--- src/hdl/port_pkg.sv ---
// Package: register map, field layouts and mode codes for the port block
package port_pkg;
    localparam int          PORT_WIDTH         = 6;
    localparam int          ADDR_WIDTH         = 8;
    localparam int          WORD_WIDTH         = 32;
    localparam int          DATA_PORT_WIDTH    = 8;
    localparam int          ADDR_PORT_WIDTH    = 8;
    localparam logic [7:0]  OFF_PIN_STATE      = 8'h00;
    localparam logic [7:0]  OFF_DRAIN_SELECT   = 8'h04;
    localparam logic [7:0]  OFF_OUTPUT_LATCH   = 8'h08;
    localparam logic [7:0]  OFF_DIRECTION      = 8'h0C;
    localparam logic [7:0]  OFF_ADDR_PORT_DIR  = 8'h10;
    localparam logic [7:0]  OFF_DATA_PORT_DIR  = 8'h14;
    localparam logic [7:0]  OFF_ADDR_PORT_OUT  = 8'h18;
    localparam logic [7:0]  OFF_DATA_PORT_OUT  = 8'h1C;
    localparam logic [5:0]  DRAIN_SELECT_RESET = 6'h00;
    localparam logic [5:0]  LATCH_RESET        = 6'h00;
    localparam logic [1:0]  RESERVED_READ      = 2'h0;
    localparam logic [2:0]  MODE_EXP_4         = 3'h4;
    localparam logic [2:0]  MODE_EXP_5         = 3'h5;
    localparam logic [2:0]  MODE_EXP_ROM       = 3'h6;
    localparam logic [2:0]  MODE_SINGLE        = 3'h7;
    localparam logic [1:0]  HTRANS_NONSEQ      = 2'b10;

    typedef struct packed {
        logic                  sel;
        logic                  write;
        logic [ADDR_WIDTH-1:0] addr;
    } bus_req_s;

    typedef struct packed {
        logic [PORT_WIDTH-1:0] out;
        logic [PORT_WIDTH-1:0] oe;
    } pin_drive_s;
endpackage : port_pkg

--- src/hdl/port_pin_read_and_drain_control.sv ---
// Port block: pin-state readback, drain select, address and data port modes
//
// The address map and the AHB-Lite interface to the registers were chosen for this implementation.
`timescale 1ns/1ps
`default_nettype none

// Notes on behaviour
// RQ1: The pin-state register is eight bits wide, read only, and ignores writes.
// RQ2: Software writes six-pin port output values only to the output latch register.
// RQ3: Bits 7 and 6 of pin-state and drain-select are reserved, read as zero and ignore writes.
// RQ4: A pin-state bit whose direction bit is 1 reads back the output latch value.
// RQ5: A pin-state bit whose direction bit is 0 reads back the synchronised pin level.
// RQ6: Reset and hardware standby clear direction and latch, so pin-state shows the pins.
// RQ7: In software standby the pin-state register holds its prior value.
// RQ8: A drain-select bit of 1 makes the pin open drain, never driving high.
// RQ9: A drain-select bit of 0 makes the pin push-pull, driving both levels.
// RQ10: Reset and hardware standby clear the six drain-select bits to zero.
// RQ11: In software standby the drain-select register keeps its contents.
// RQ12: In mode 6 an address-port pin with direction 1 drives address, else is input.
// RQ13: In mode 7 an address-port pin is plain I/O steered by its direction bit.
// RQ14: In modes 4 to 6 the data-port pins are the external data bus whatever their direction.
// RQ15: In mode 7 a data-port pin is plain I/O steered by its direction bit.
// RQ16: Without on-chip ROM, modes 6 and 7 are unavailable and their pin functions do not apply.
module port_pin_read_and_drain_control
    import port_pkg::*;
#(
    parameter bit HAS_ROM = 1'b1
) (
    input  wire logic                       I_CLOCK,
    input  wire logic                       I_RESET,
    input  wire logic                       I_HW_STANDBY,
    input  wire logic                       I_SW_STANDBY,
    input  wire logic [2:0]                 I_MODE,
    input  wire logic                       HSEL,
    input  wire logic [31:0]                HADDR,
    input  wire logic [1:0]                 HTRANS,
    input  wire logic                       HWRITE,
    input  wire logic [2:0]                 HSIZE,
    input  wire logic [31:0]                HWDATA,
    input  wire logic                       HREADY,
    output logic      [31:0]                HRDATA,
    output logic                            HREADYOUT,
    output logic                            HRESP,
    input  wire logic [PORT_WIDTH-1:0]      I_PORT_PIN,
    output logic      [PORT_WIDTH-1:0]      O_PORT_PIN,
    output logic      [PORT_WIDTH-1:0]      O_PORT_PIN_OE,
    input  wire logic [ADDR_PORT_WIDTH-1:0] I_ADDR_PIN,
    output logic      [ADDR_PORT_WIDTH-1:0] O_ADDR_PIN,
    output logic      [ADDR_PORT_WIDTH-1:0] O_ADDR_PIN_OE,
    input  wire logic [ADDR_PORT_WIDTH-1:0] I_EXT_ADDR,
    input  wire logic [DATA_PORT_WIDTH-1:0] I_DATA_PIN,
    output logic      [DATA_PORT_WIDTH-1:0] O_DATA_PIN,
    output logic      [DATA_PORT_WIDTH-1:0] O_DATA_PIN_OE,
    input  wire logic [DATA_PORT_WIDTH-1:0] I_EXT_DATA_OUT,
    input  wire logic                       I_EXT_DATA_DRIVE,
    output logic      [DATA_PORT_WIDTH-1:0] O_EXT_DATA_IN
);

    // Pin synchronisers
    logic [PORT_WIDTH-1:0]      pin_meta;
    logic [PORT_WIDTH-1:0]      pin_sync;
    logic [ADDR_PORT_WIDTH-1:0] addr_meta;
    logic [ADDR_PORT_WIDTH-1:0] addr_sync;
    logic [DATA_PORT_WIDTH-1:0] data_meta;
    logic [DATA_PORT_WIDTH-1:0] data_sync;

    always_ff @(posedge I_CLOCK) begin
        pin_meta  <= I_PORT_PIN;
        pin_sync  <= pin_meta;
        addr_meta <= I_ADDR_PIN;
        addr_sync <= addr_meta;
        data_meta <= I_DATA_PIN;
        data_sync <= data_meta;
    end

    // Bus address phase capture
    bus_req_s req;
    logic     init;

    assign init = I_RESET | I_HW_STANDBY;

    always_ff @(posedge I_CLOCK) begin
        if (I_RESET) begin
            req <= '0;
        end else if (HREADY) begin
            req.sel   <= HSEL & (HTRANS == HTRANS_NONSEQ);
            req.write <= HWRITE;
            req.addr  <= HADDR[ADDR_WIDTH-1:0];
        end
    end

    function automatic logic wr_hit(input bus_req_s r, input logic [7:0] off);
        return r.sel & r.write & (r.addr == off);
    endfunction

    // Registers
    logic [PORT_WIDTH-1:0]      output_latch_reg;
    logic [PORT_WIDTH-1:0]      direction_reg;
    logic [PORT_WIDTH-1:0]      drain_select_reg;
    logic [PORT_WIDTH-1:0]      pin_state_reg;
    logic [ADDR_PORT_WIDTH-1:0] address_port_direction;
    logic [DATA_PORT_WIDTH-1:0] data_port_direction;
    logic [ADDR_PORT_WIDTH-1:0] addr_port_latch;
    logic [DATA_PORT_WIDTH-1:0] data_port_latch;
    logic                       sw_write_ok;

    assign sw_write_ok = ~I_SW_STANDBY;

    always_ff @(posedge I_CLOCK) begin
        if (init) begin
            output_latch_reg <= LATCH_RESET; // RQ6
            direction_reg    <= LATCH_RESET; // RQ6
        end else if (sw_write_ok) begin
            if (wr_hit(req, OFF_OUTPUT_LATCH))
                output_latch_reg <= HWDATA[PORT_WIDTH-1:0]; // RQ2
            if (wr_hit(req, OFF_DIRECTION))
                direction_reg <= HWDATA[PORT_WIDTH-1:0];
        end
    end

    always_ff @(posedge I_CLOCK) begin
        if (init) begin
            drain_select_reg <= DRAIN_SELECT_RESET; // RQ10
        end else if (sw_write_ok && wr_hit(req, OFF_DRAIN_SELECT)) begin
            drain_select_reg <= HWDATA[PORT_WIDTH-1:0]; // RQ3 RQ11
        end
    end

    always_ff @(posedge I_CLOCK) begin
        if (init) begin
            address_port_direction <= '0;
            data_port_direction    <= '0;
            addr_port_latch        <= '0;
            data_port_latch        <= '0;
        end else if (sw_write_ok) begin
            if (wr_hit(req, OFF_ADDR_PORT_DIR))
                address_port_direction <= HWDATA[ADDR_PORT_WIDTH-1:0];
            if (wr_hit(req, OFF_DATA_PORT_DIR))
                data_port_direction <= HWDATA[DATA_PORT_WIDTH-1:0];
            if (wr_hit(req, OFF_ADDR_PORT_OUT))
                addr_port_latch <= HWDATA[ADDR_PORT_WIDTH-1:0];
            if (wr_hit(req, OFF_DATA_PORT_OUT))
                data_port_latch <= HWDATA[DATA_PORT_WIDTH-1:0];
        end
    end

    // Pin-state: latch for outputs, pin for inputs; frozen in software standby
    always_ff @(posedge I_CLOCK) begin
        if (!I_SW_STANDBY) begin // RQ7
            pin_state_reg <= (direction_reg & output_latch_reg)
                           | (~direction_reg & pin_sync); // RQ4 RQ5
        end
    end

    // Read data: no write path into pin-state exists
    logic [31:0] next_rdata;

    always_comb begin
        next_rdata = '0;
        unique case (HADDR[ADDR_WIDTH-1:0])
            OFF_PIN_STATE:     next_rdata = {24'h0000_00, RESERVED_READ, pin_state_reg}; // RQ1 RQ3
            OFF_DRAIN_SELECT:  next_rdata = {24'h0000_00, RESERVED_READ, drain_select_reg}; // RQ3
            OFF_OUTPUT_LATCH:  next_rdata = {24'h0000_00, RESERVED_READ, output_latch_reg};
            OFF_DIRECTION:     next_rdata = {24'h0000_00, RESERVED_READ, direction_reg};
            OFF_ADDR_PORT_DIR: next_rdata = {24'h0000_00, address_port_direction};
            OFF_DATA_PORT_DIR: next_rdata = {24'h0000_00, data_port_direction};
            OFF_ADDR_PORT_OUT: next_rdata = {24'h0000_00, addr_sync};
            OFF_DATA_PORT_OUT: next_rdata = {24'h0000_00, data_sync};
            default:           next_rdata = '0;
        endcase
    end

    always_ff @(posedge I_CLOCK) begin
        if (I_RESET) begin
            HRDATA    <= '0;
            HREADYOUT <= 1'b1;
            HRESP     <= 1'b0;
        end else if (HREADY && HSEL && HTRANS == HTRANS_NONSEQ && !HWRITE) begin
            HRDATA <= next_rdata;
        end
    end

    // Six-pin port drive: open drain never drives high
    pin_drive_s p3;
    always_ff @(posedge I_CLOCK) begin
        if (init) begin
            p3 <= '0;
        end else begin
            p3.out <= output_latch_reg & ~drain_select_reg; // RQ9
            p3.oe  <= direction_reg & (~drain_select_reg | ~output_latch_reg); // RQ8 RQ9
        end
    end
    assign O_PORT_PIN    = p3.out;
    assign O_PORT_PIN_OE = p3.oe;

    // Address and data ports by operating mode
    logic rom_mode6;
    logic rom_mode7;
    logic bus_mode;

    assign rom_mode6 = HAS_ROM && I_MODE == MODE_EXP_ROM; // RQ16
    assign rom_mode7 = HAS_ROM && I_MODE == MODE_SINGLE; // RQ16
    assign bus_mode  = I_MODE == MODE_EXP_4 || I_MODE == MODE_EXP_5 || rom_mode6; // RQ14 RQ16

    always_ff @(posedge I_CLOCK) begin
        if (init) begin
            O_ADDR_PIN    <= '0;
            O_ADDR_PIN_OE <= '0;
        end else if (rom_mode6) begin
            O_ADDR_PIN    <= I_EXT_ADDR; // RQ12
            O_ADDR_PIN_OE <= address_port_direction; // RQ12
        end else if (rom_mode7) begin
            O_ADDR_PIN    <= addr_port_latch; // RQ13
            O_ADDR_PIN_OE <= address_port_direction; // RQ13
        end else begin
            O_ADDR_PIN    <= I_EXT_ADDR;
            O_ADDR_PIN_OE <= '1;
        end
    end

    always_ff @(posedge I_CLOCK) begin
        if (init) begin
            O_DATA_PIN    <= '0;
            O_DATA_PIN_OE <= '0;
            O_EXT_DATA_IN <= '0;
        end else begin
            O_EXT_DATA_IN <= data_sync;
            if (bus_mode) begin
                O_DATA_PIN    <= I_EXT_DATA_OUT; // RQ14
                O_DATA_PIN_OE <= {DATA_PORT_WIDTH{I_EXT_DATA_DRIVE}}; // RQ14
            end else if (rom_mode7) begin
                O_DATA_PIN    <= data_port_latch; // RQ15
                O_DATA_PIN_OE <= data_port_direction; // RQ15
            end else begin
                O_DATA_PIN    <= '0;
                O_DATA_PIN_OE <= '0;
            end
        end
    end
endmodule : port_pin_read_and_drain_control
`default_nettype wire

--- config.mk ---
export PLATFORM = sky130hd
export DESIGN_NAME = port_pin_read_and_drain_control
export DESIGN_NICKNAME = d
export VERILOG_FILES = /design/src/hdl/port_pkg.sv /design/src/hdl/port_pin_read_and_drain_control.sv
export SDC_FILE = /design/constraint.sdc
export NUM_CORES = 1
export LEC_CHECK = 0
export BUFFER_PORTS_ARGS = -buffer_cell sky130_fd_sc_hd__buf_2
export CORE_ASPECT_RATIO = 1.4
export CORE_UTILIZATION = 45
export CTS_CLUSTER_SIZE = 10
export DETAILED_ROUTE_END_ITERATION = 8
export PLACE_DENSITY = 0.75
export SLEW_MARGIN = 5
export SYNTH_ARGS = -nofsm -noshare
export SYNTH_HDL_FRONTEND = slang
export SYNTH_SLANG_ARGS = --single-unit
export TNS_END_PERCENT = 20
--- constraint.sdc ---
create_clock -name I_CLOCK -period 2 [get_ports I_CLOCK]
set_input_delay 0.3 -clock I_CLOCK [delete_from_list [all_inputs] [get_ports I_CLOCK]]
set_output_delay 0.3 -clock I_CLOCK [all_outputs]
set_load 0.01 [all_outputs]
# --- Word level (Yosys, flattened, before mapping) ---
# Index checks and enable logic that the tools add are counted.
op_classes:
  bitwise_logic: 20
  n_shift: 0
  eq_ne: 19
  addsub: 0
  n_reduce_logical: 14
  muxes: 9
  div: 0
  magnitude_cmp: 0
  n_mul: 0
ops:
  columns: ["cell", "count"]
  rows:
  - ["$eq 8x5->1 const B", 8]
  - ["$mux 8", 8]
  - ["$pmux 8 s8", 1]
  - ["$eq 8x4->1 const B", 4]
  - ["$and 6x6->6", 4]
  - ["$not 6->6", 3]
  - ["$eq 8x3->1 const B", 2]
  - ["$eq 3x3->1 const B", 4]
  - ["$or 6x6->6", 2]
  - ["$reduce_and 2->1", 6]
  - ["$and 1x1->1", 9]
  - ["$logic_not 8->1", 1]
  - ["$logic_and 1x1->1", 4]
  - ["$eq 2x2->1 const B", 1]
  - ["$logic_or 1x1->1", 2]
  - ["$logic_not 1->1", 1]
  - ["$not 1->1", 1]
  - ["$or 1x1->1", 1]
totals:
  word_cells: 87
  out_inout_bits: 86
  latchBits: 0
  mem_bits_rw: 0
  rom_bits: 0
  in_bits: 118
  n_memories: 0
  ff_bits: 194

# --- Depth between registers and ports, before layout ---
logic_depth:
  depth_word: 4
  depth_mapped: 5
  depth_no_buf: 3

# --- Least setup slack after synthesis ---
# Ideal clock, no wire load.
synth_timing:
  path_type: "input to register"
  startpoint: "input port HADDR[3]"
  endpoint: "register HRDATA[0]"
  arrival_time_ps: 1441
  stages: 5
  path_slack_ps: 441
  required_time_ps: 1882
  setup_ps: 118
  n_path_buf: 2
  cell_sequence: "buf_2 -> buf_2 -> mux4_2 -> nor2_1 -> o2bb2ai_1"
synth_via:
  elab_chain_len: 2
  word_cells_on_any_way: 9
  classes_between: "7 x eq/ne; 1 x mux; 1 x reduce/logical"
synth_rtl:
  columns: ["element", "line", "text"]
  rows:
  - ["start: declaration", "port_pin_read_and_drain_control.sv:35", "input wire logic [31:0] HADDR,"]
  - ["$eq 8x5->1 (tied with other cells)", "port_pin_read_and_drain_control.sv:160", "unique case (HADDR[ADDR_WIDTH-1:0])"]
  - ["$pmux 8 s8 (*)", "port_pin_read_and_drain_control.sv:160", null]
  - ["end signal: assignment", "port_pin_read_and_drain_control.sv:179", "HRDATA <= next_rdata;"]
  - ["end: declaration", "port_pin_read_and_drain_control.sv:41", "output logic [31:0] HRDATA,"]
# Mark *: on every way between the ends. The rest lies on a longest branch, timed or not.
# A chain may end at the register's enable or synchronous reset.

# --- Final worst setup path ---
layout_timing:
  startpoint: "register req[0] in the netlist's numbering"
  endpoint: "register address_port_direction[3]"
layout_via:
  elab_chain_len: 3
layout_rtl:
  columns: ["element", "line", "text"]
  rows:
  - ["start: declaration", "port_pin_read_and_drain_control.sv:77", "bus_req_s req;"]
  - ["$eq 8x5->1", "port_pin_read_and_drain_control.sv:93", "return r.sel & r.write & (r.addr == off);"]
  - ["$and 1x1->1", "port_pin_read_and_drain_control.sv:93", null]
  - ["$reduce_and 2->1 (no line)", null, null]
  - ["end signal: assignment", "port_pin_read_and_drain_control.sv:137", "address_port_direction <= HWDATA[ADDR_PORT_WIDTH-1:0];"]
  - ["end: declaration", "port_pin_read_and_drain_control.sv:101", "logic [ADDR_PORT_WIDTH-1:0] address_port_direction;"]
# No other way between the ends.

==> flow_metrics.env <==
export IMPL_finalSetupViolCount=0
export IMPL_layout_drive_gt1_share_pct=28.6
export IMPL_rr_startpoint="req[0]"
export IMPL_worstSetupEndpointType="flip-flop"
export IMPL_initial_utilization_pct=46.0
export IMPL_p_per_area_nw_per_um2=1000
export IMPL_synth_ff_type="dfxtp_1"
export IMPL_dieArea_um2=13600
export IMPL_crit_type="reg2reg"
export IMPL_arrival_ns=1.91
export IMPL_clk_pin_slew_worst_paths_ns=0.06
export IMPL_syn_area_per_cell_um2=11.2
export IMPL_routabilityCongestion=0.825
export IMPL_worstMarginPinSlew_ns=0.623
export IMPL_fillers=1090
export IMPL_ir_worst_vdd_mv=0.574
export IMPL_ant_nets=0
export IMPL_p_leak_nw=3.52
export IMPL_layout_nets=800
export IMPL_yosysWarnings=0
export IMPL_yosysMostFrequentCell="dfxtp_1"
export IMPL_cts_root_buf="clkbuf_16"
export IMPL_grt_max_degree=45
export IMPL_holdPathStages=3
export IMPL_r2r_setup_slack_ns=0.43
export IMPL_overflow=0
export IMPL_ys_ff_latch=170
export IMPL_antenna_found_initial=0
export IMPL_cp_required_ns=2.34
export IMPL_multi_input_comb_area_um2=2220
export IMPL_synth_top_area_cell="dfxtp_1"
export IMPL_hold_class="in2reg"
export IMPL_crit_fanout=8
export IMPL_clock_sinks=170
export IMPL_hpwlAfterDp_um=9790
export IMPL_yosys_top_cells_area="dfxtp_1 (56%), mux2i_1 (10%), nand2_1 (6.8%)"
export IMPL_cts_buffers=17
export IMPL_hold_path_end="O_DATA_PIN[2]"
export IMPL_max_slew_margin_pct=58.5
export IMPL_fin_skew_ns=0.00874
export IMPL_synth_edf_count=6
export IMPL_die_h_um=137
export IMPL_drc=0
export IMPL_vias=4260
export IMPL_r2r_cells=4
export IMPL_crit_path_max_incr_delay_ns=0.41
export IMPL_port_buffers=126
export IMPL_hp_start="I_EXT_DATA_OUT[2]"
export IMPL_seq_area_frac_synth_pct=58.7
export IMPL_start_kind="flip-flop"
export IMPL_area_delta_synth_final_pct=27.2
export IMPL_timing_final_crit_share_pct=78.4
export IMPL_async_flop_share_pct=0
export IMPL_wl_um=13700
export IMPL_rsz0062_at_grt="no"
export IMPL_dp_cells=794
export IMPL_post_cts_resized=0
export IMPL_hold_viol=0
export IMPL_wl_per_cell_um=16.2
export IMPL_netlist_instances=529
export IMPL_grt_pass1_wl_um=21300
export IMPL_total_power_w=0.00753
export IMPL_setup_tns_ns=0
export IMPL_htree_levels=4
export IMPL_max_freq_ghz=0.638
export IMPL_clock_latency_ns=0.42
export IMPL_largest_register="req"
export IMPL_cts_tree="done"
export IMPL_final_min_clock_period_ns=1.57
export IMPL_finalMaxSlewViolations=0
export IMPL_r2r_end="address_port_direction[3]"
export IMPL_grt_use_total_pct=21.1
export IMPL_vias_per_cell=5.02
export IMPL_synth_top_area_share_pct=55.7
export IMPL_status="finished, final reports clean"
export IMPL_drt_iter0_drc=245
export IMPL_fp_row_count=49
export IMPL_clockBufferDepth=2
export IMPL_largest_register_ffs=10
export IMPL_grt_pass1_vias=4190
export IMPL_netlist_area_um2=5900
export IMPL_max_cap_violations=0
export IMPL_die_w_um=98.8
export IMPL_top_level_ports=204
export IMPL_first_pass_iters=5
export IMPL_diodes=0
export IMPL_regArea_um2=3460
export IMPL_post_layout_nonfiller_instances=848
export IMPL_core_um2=12800
export IMPL_synth_common_cells="dfxtp_1 (164), nand2_1 (107), mux2i_1 (60), nor2_1 (34), buf_4 (26)"
export IMPL_cpMaxStageDelayCell="and4_2"
export IMPL_path_cells="nor4_4 -> buf_4 -> and4_2 -> mux2i_1"
export IMPL_synthDistinctLibCells=33
worst max path at each step:
stage	start	endpoint	slack, ns	cells after the start
finish	req[0]	address_port_direction[3]	0.43	4
global route	req[0]	data_port_latch[4]	0.36	4
detailed placement	HADDR[3]	HRDATA[5]	0.34	5
floorplan	HADDR[3]	HRDATA[0]	0.44	5
CTS	req[0]	address_port_direction[3]	0.43	4
global placement	HADDR[3]	HRDATA[5]	0.35	5
stage by stage:
stage | utilization [%] | hold slack (ns) | setup slack, ns | area [µm²]
after floorplan | - | 0.310 | 0.441 | 5990
after global placement | 51.7 | 0.311 | 0.349 | 6620
after detailed placement | 51.7 | 0.312 | 0.339 | 6620
after CTS | 58.6 | 0.105 | 0.426 | 7500
after global routing | 58.6 | 0.112 | 0.360 | 7500
final | 58.6 | 0.115 | 0.432 | 7500
worst max-delay path, delay by kind of cell, from the launching register on:
kind                   cells  cell delay, ns
DFF                        1            0.33
buffers and inverters      1            0.22
muxes                      1            0.23
and+or+nand+nor            2            0.69
cell families after synthesis:
family	Yosys count	synth area share, %
compound gates	39	4.22
mux	80	16.7
buf+inv	55	5.37
simple gates	183	14.9
other cells	2	0.127
flops	170	58.7
routing by layer:
metal / GRT usage (%) / vias up / wire length (µm)
li1: - / 2057 / -
met1: 22.5 / 2009 / 5320
met2: 39.3 / 175 / 7440
met3: 5.33 / 19 / 724
met4: 9.12 / 0 / 252
met5: 0 / - / 0
where the power goes:
group / switching (W) / internal, W / total (W) / leakage [nW]
Clock: 0.00130 / 0.00228 / 0.00358 / 0.306
Combinational: 0.000231 / 0.000186 / 0.000417 / 1.81
Sequential: 0.0000354 / 0.00350 / 0.00354 / 1.40
cells in the final DEF, fill, tap and decap left out, drive strengths merged, types with 3 or more instances in the layout:
| cell type | Yosys | final |
|---|---|---|
| dfxtp | 164 | 164 |
| buf | 34 | 138 |
| nand2 | 107 | 107 |
| mux2i | 60 | 60 |
| nor2 | 34 | 34 |
| conb | 2 | 26 |
| a21oi | 24 | 24 |
| clkbuf | 16 | 23 |
| dlygate4sd3 | 0 | 22 |
| mux4 | 14 | 14 |
| and2 | 10 | 10 |
| o2bb2ai | 8 | 8 |
| and3 | 7 | 7 |
| mux2 | 6 | 6 |
| nor3b | 6 | 6 |
| o2111ai | 6 | 6 |
| edfxtp | 6 | 6 |
| inv | 5 | 5 |
| clkinvlp | 0 | 4 |
| bufinv | 0 | 4 |
| nand4 | 4 | 4 |
| nand4b | 3 | 3 |
timing repair:
action,4_1_cts,5_1_grt
buffers inserted,0,0
hold buffers,22,0
hold endpoints to repair,22,0
area by class of cell:
type	instances	share of cell area, %
Inverter	5	0.250
Multi-Input combinational cell	328	29.5
Clock inverter	9	2.12
Timing Repair Buffer	160	12.7
Tap cell	153	2.55
Sequential cell	170	46.2
Clock buffer	23	6.67
(Power assumes the default switching activity.)
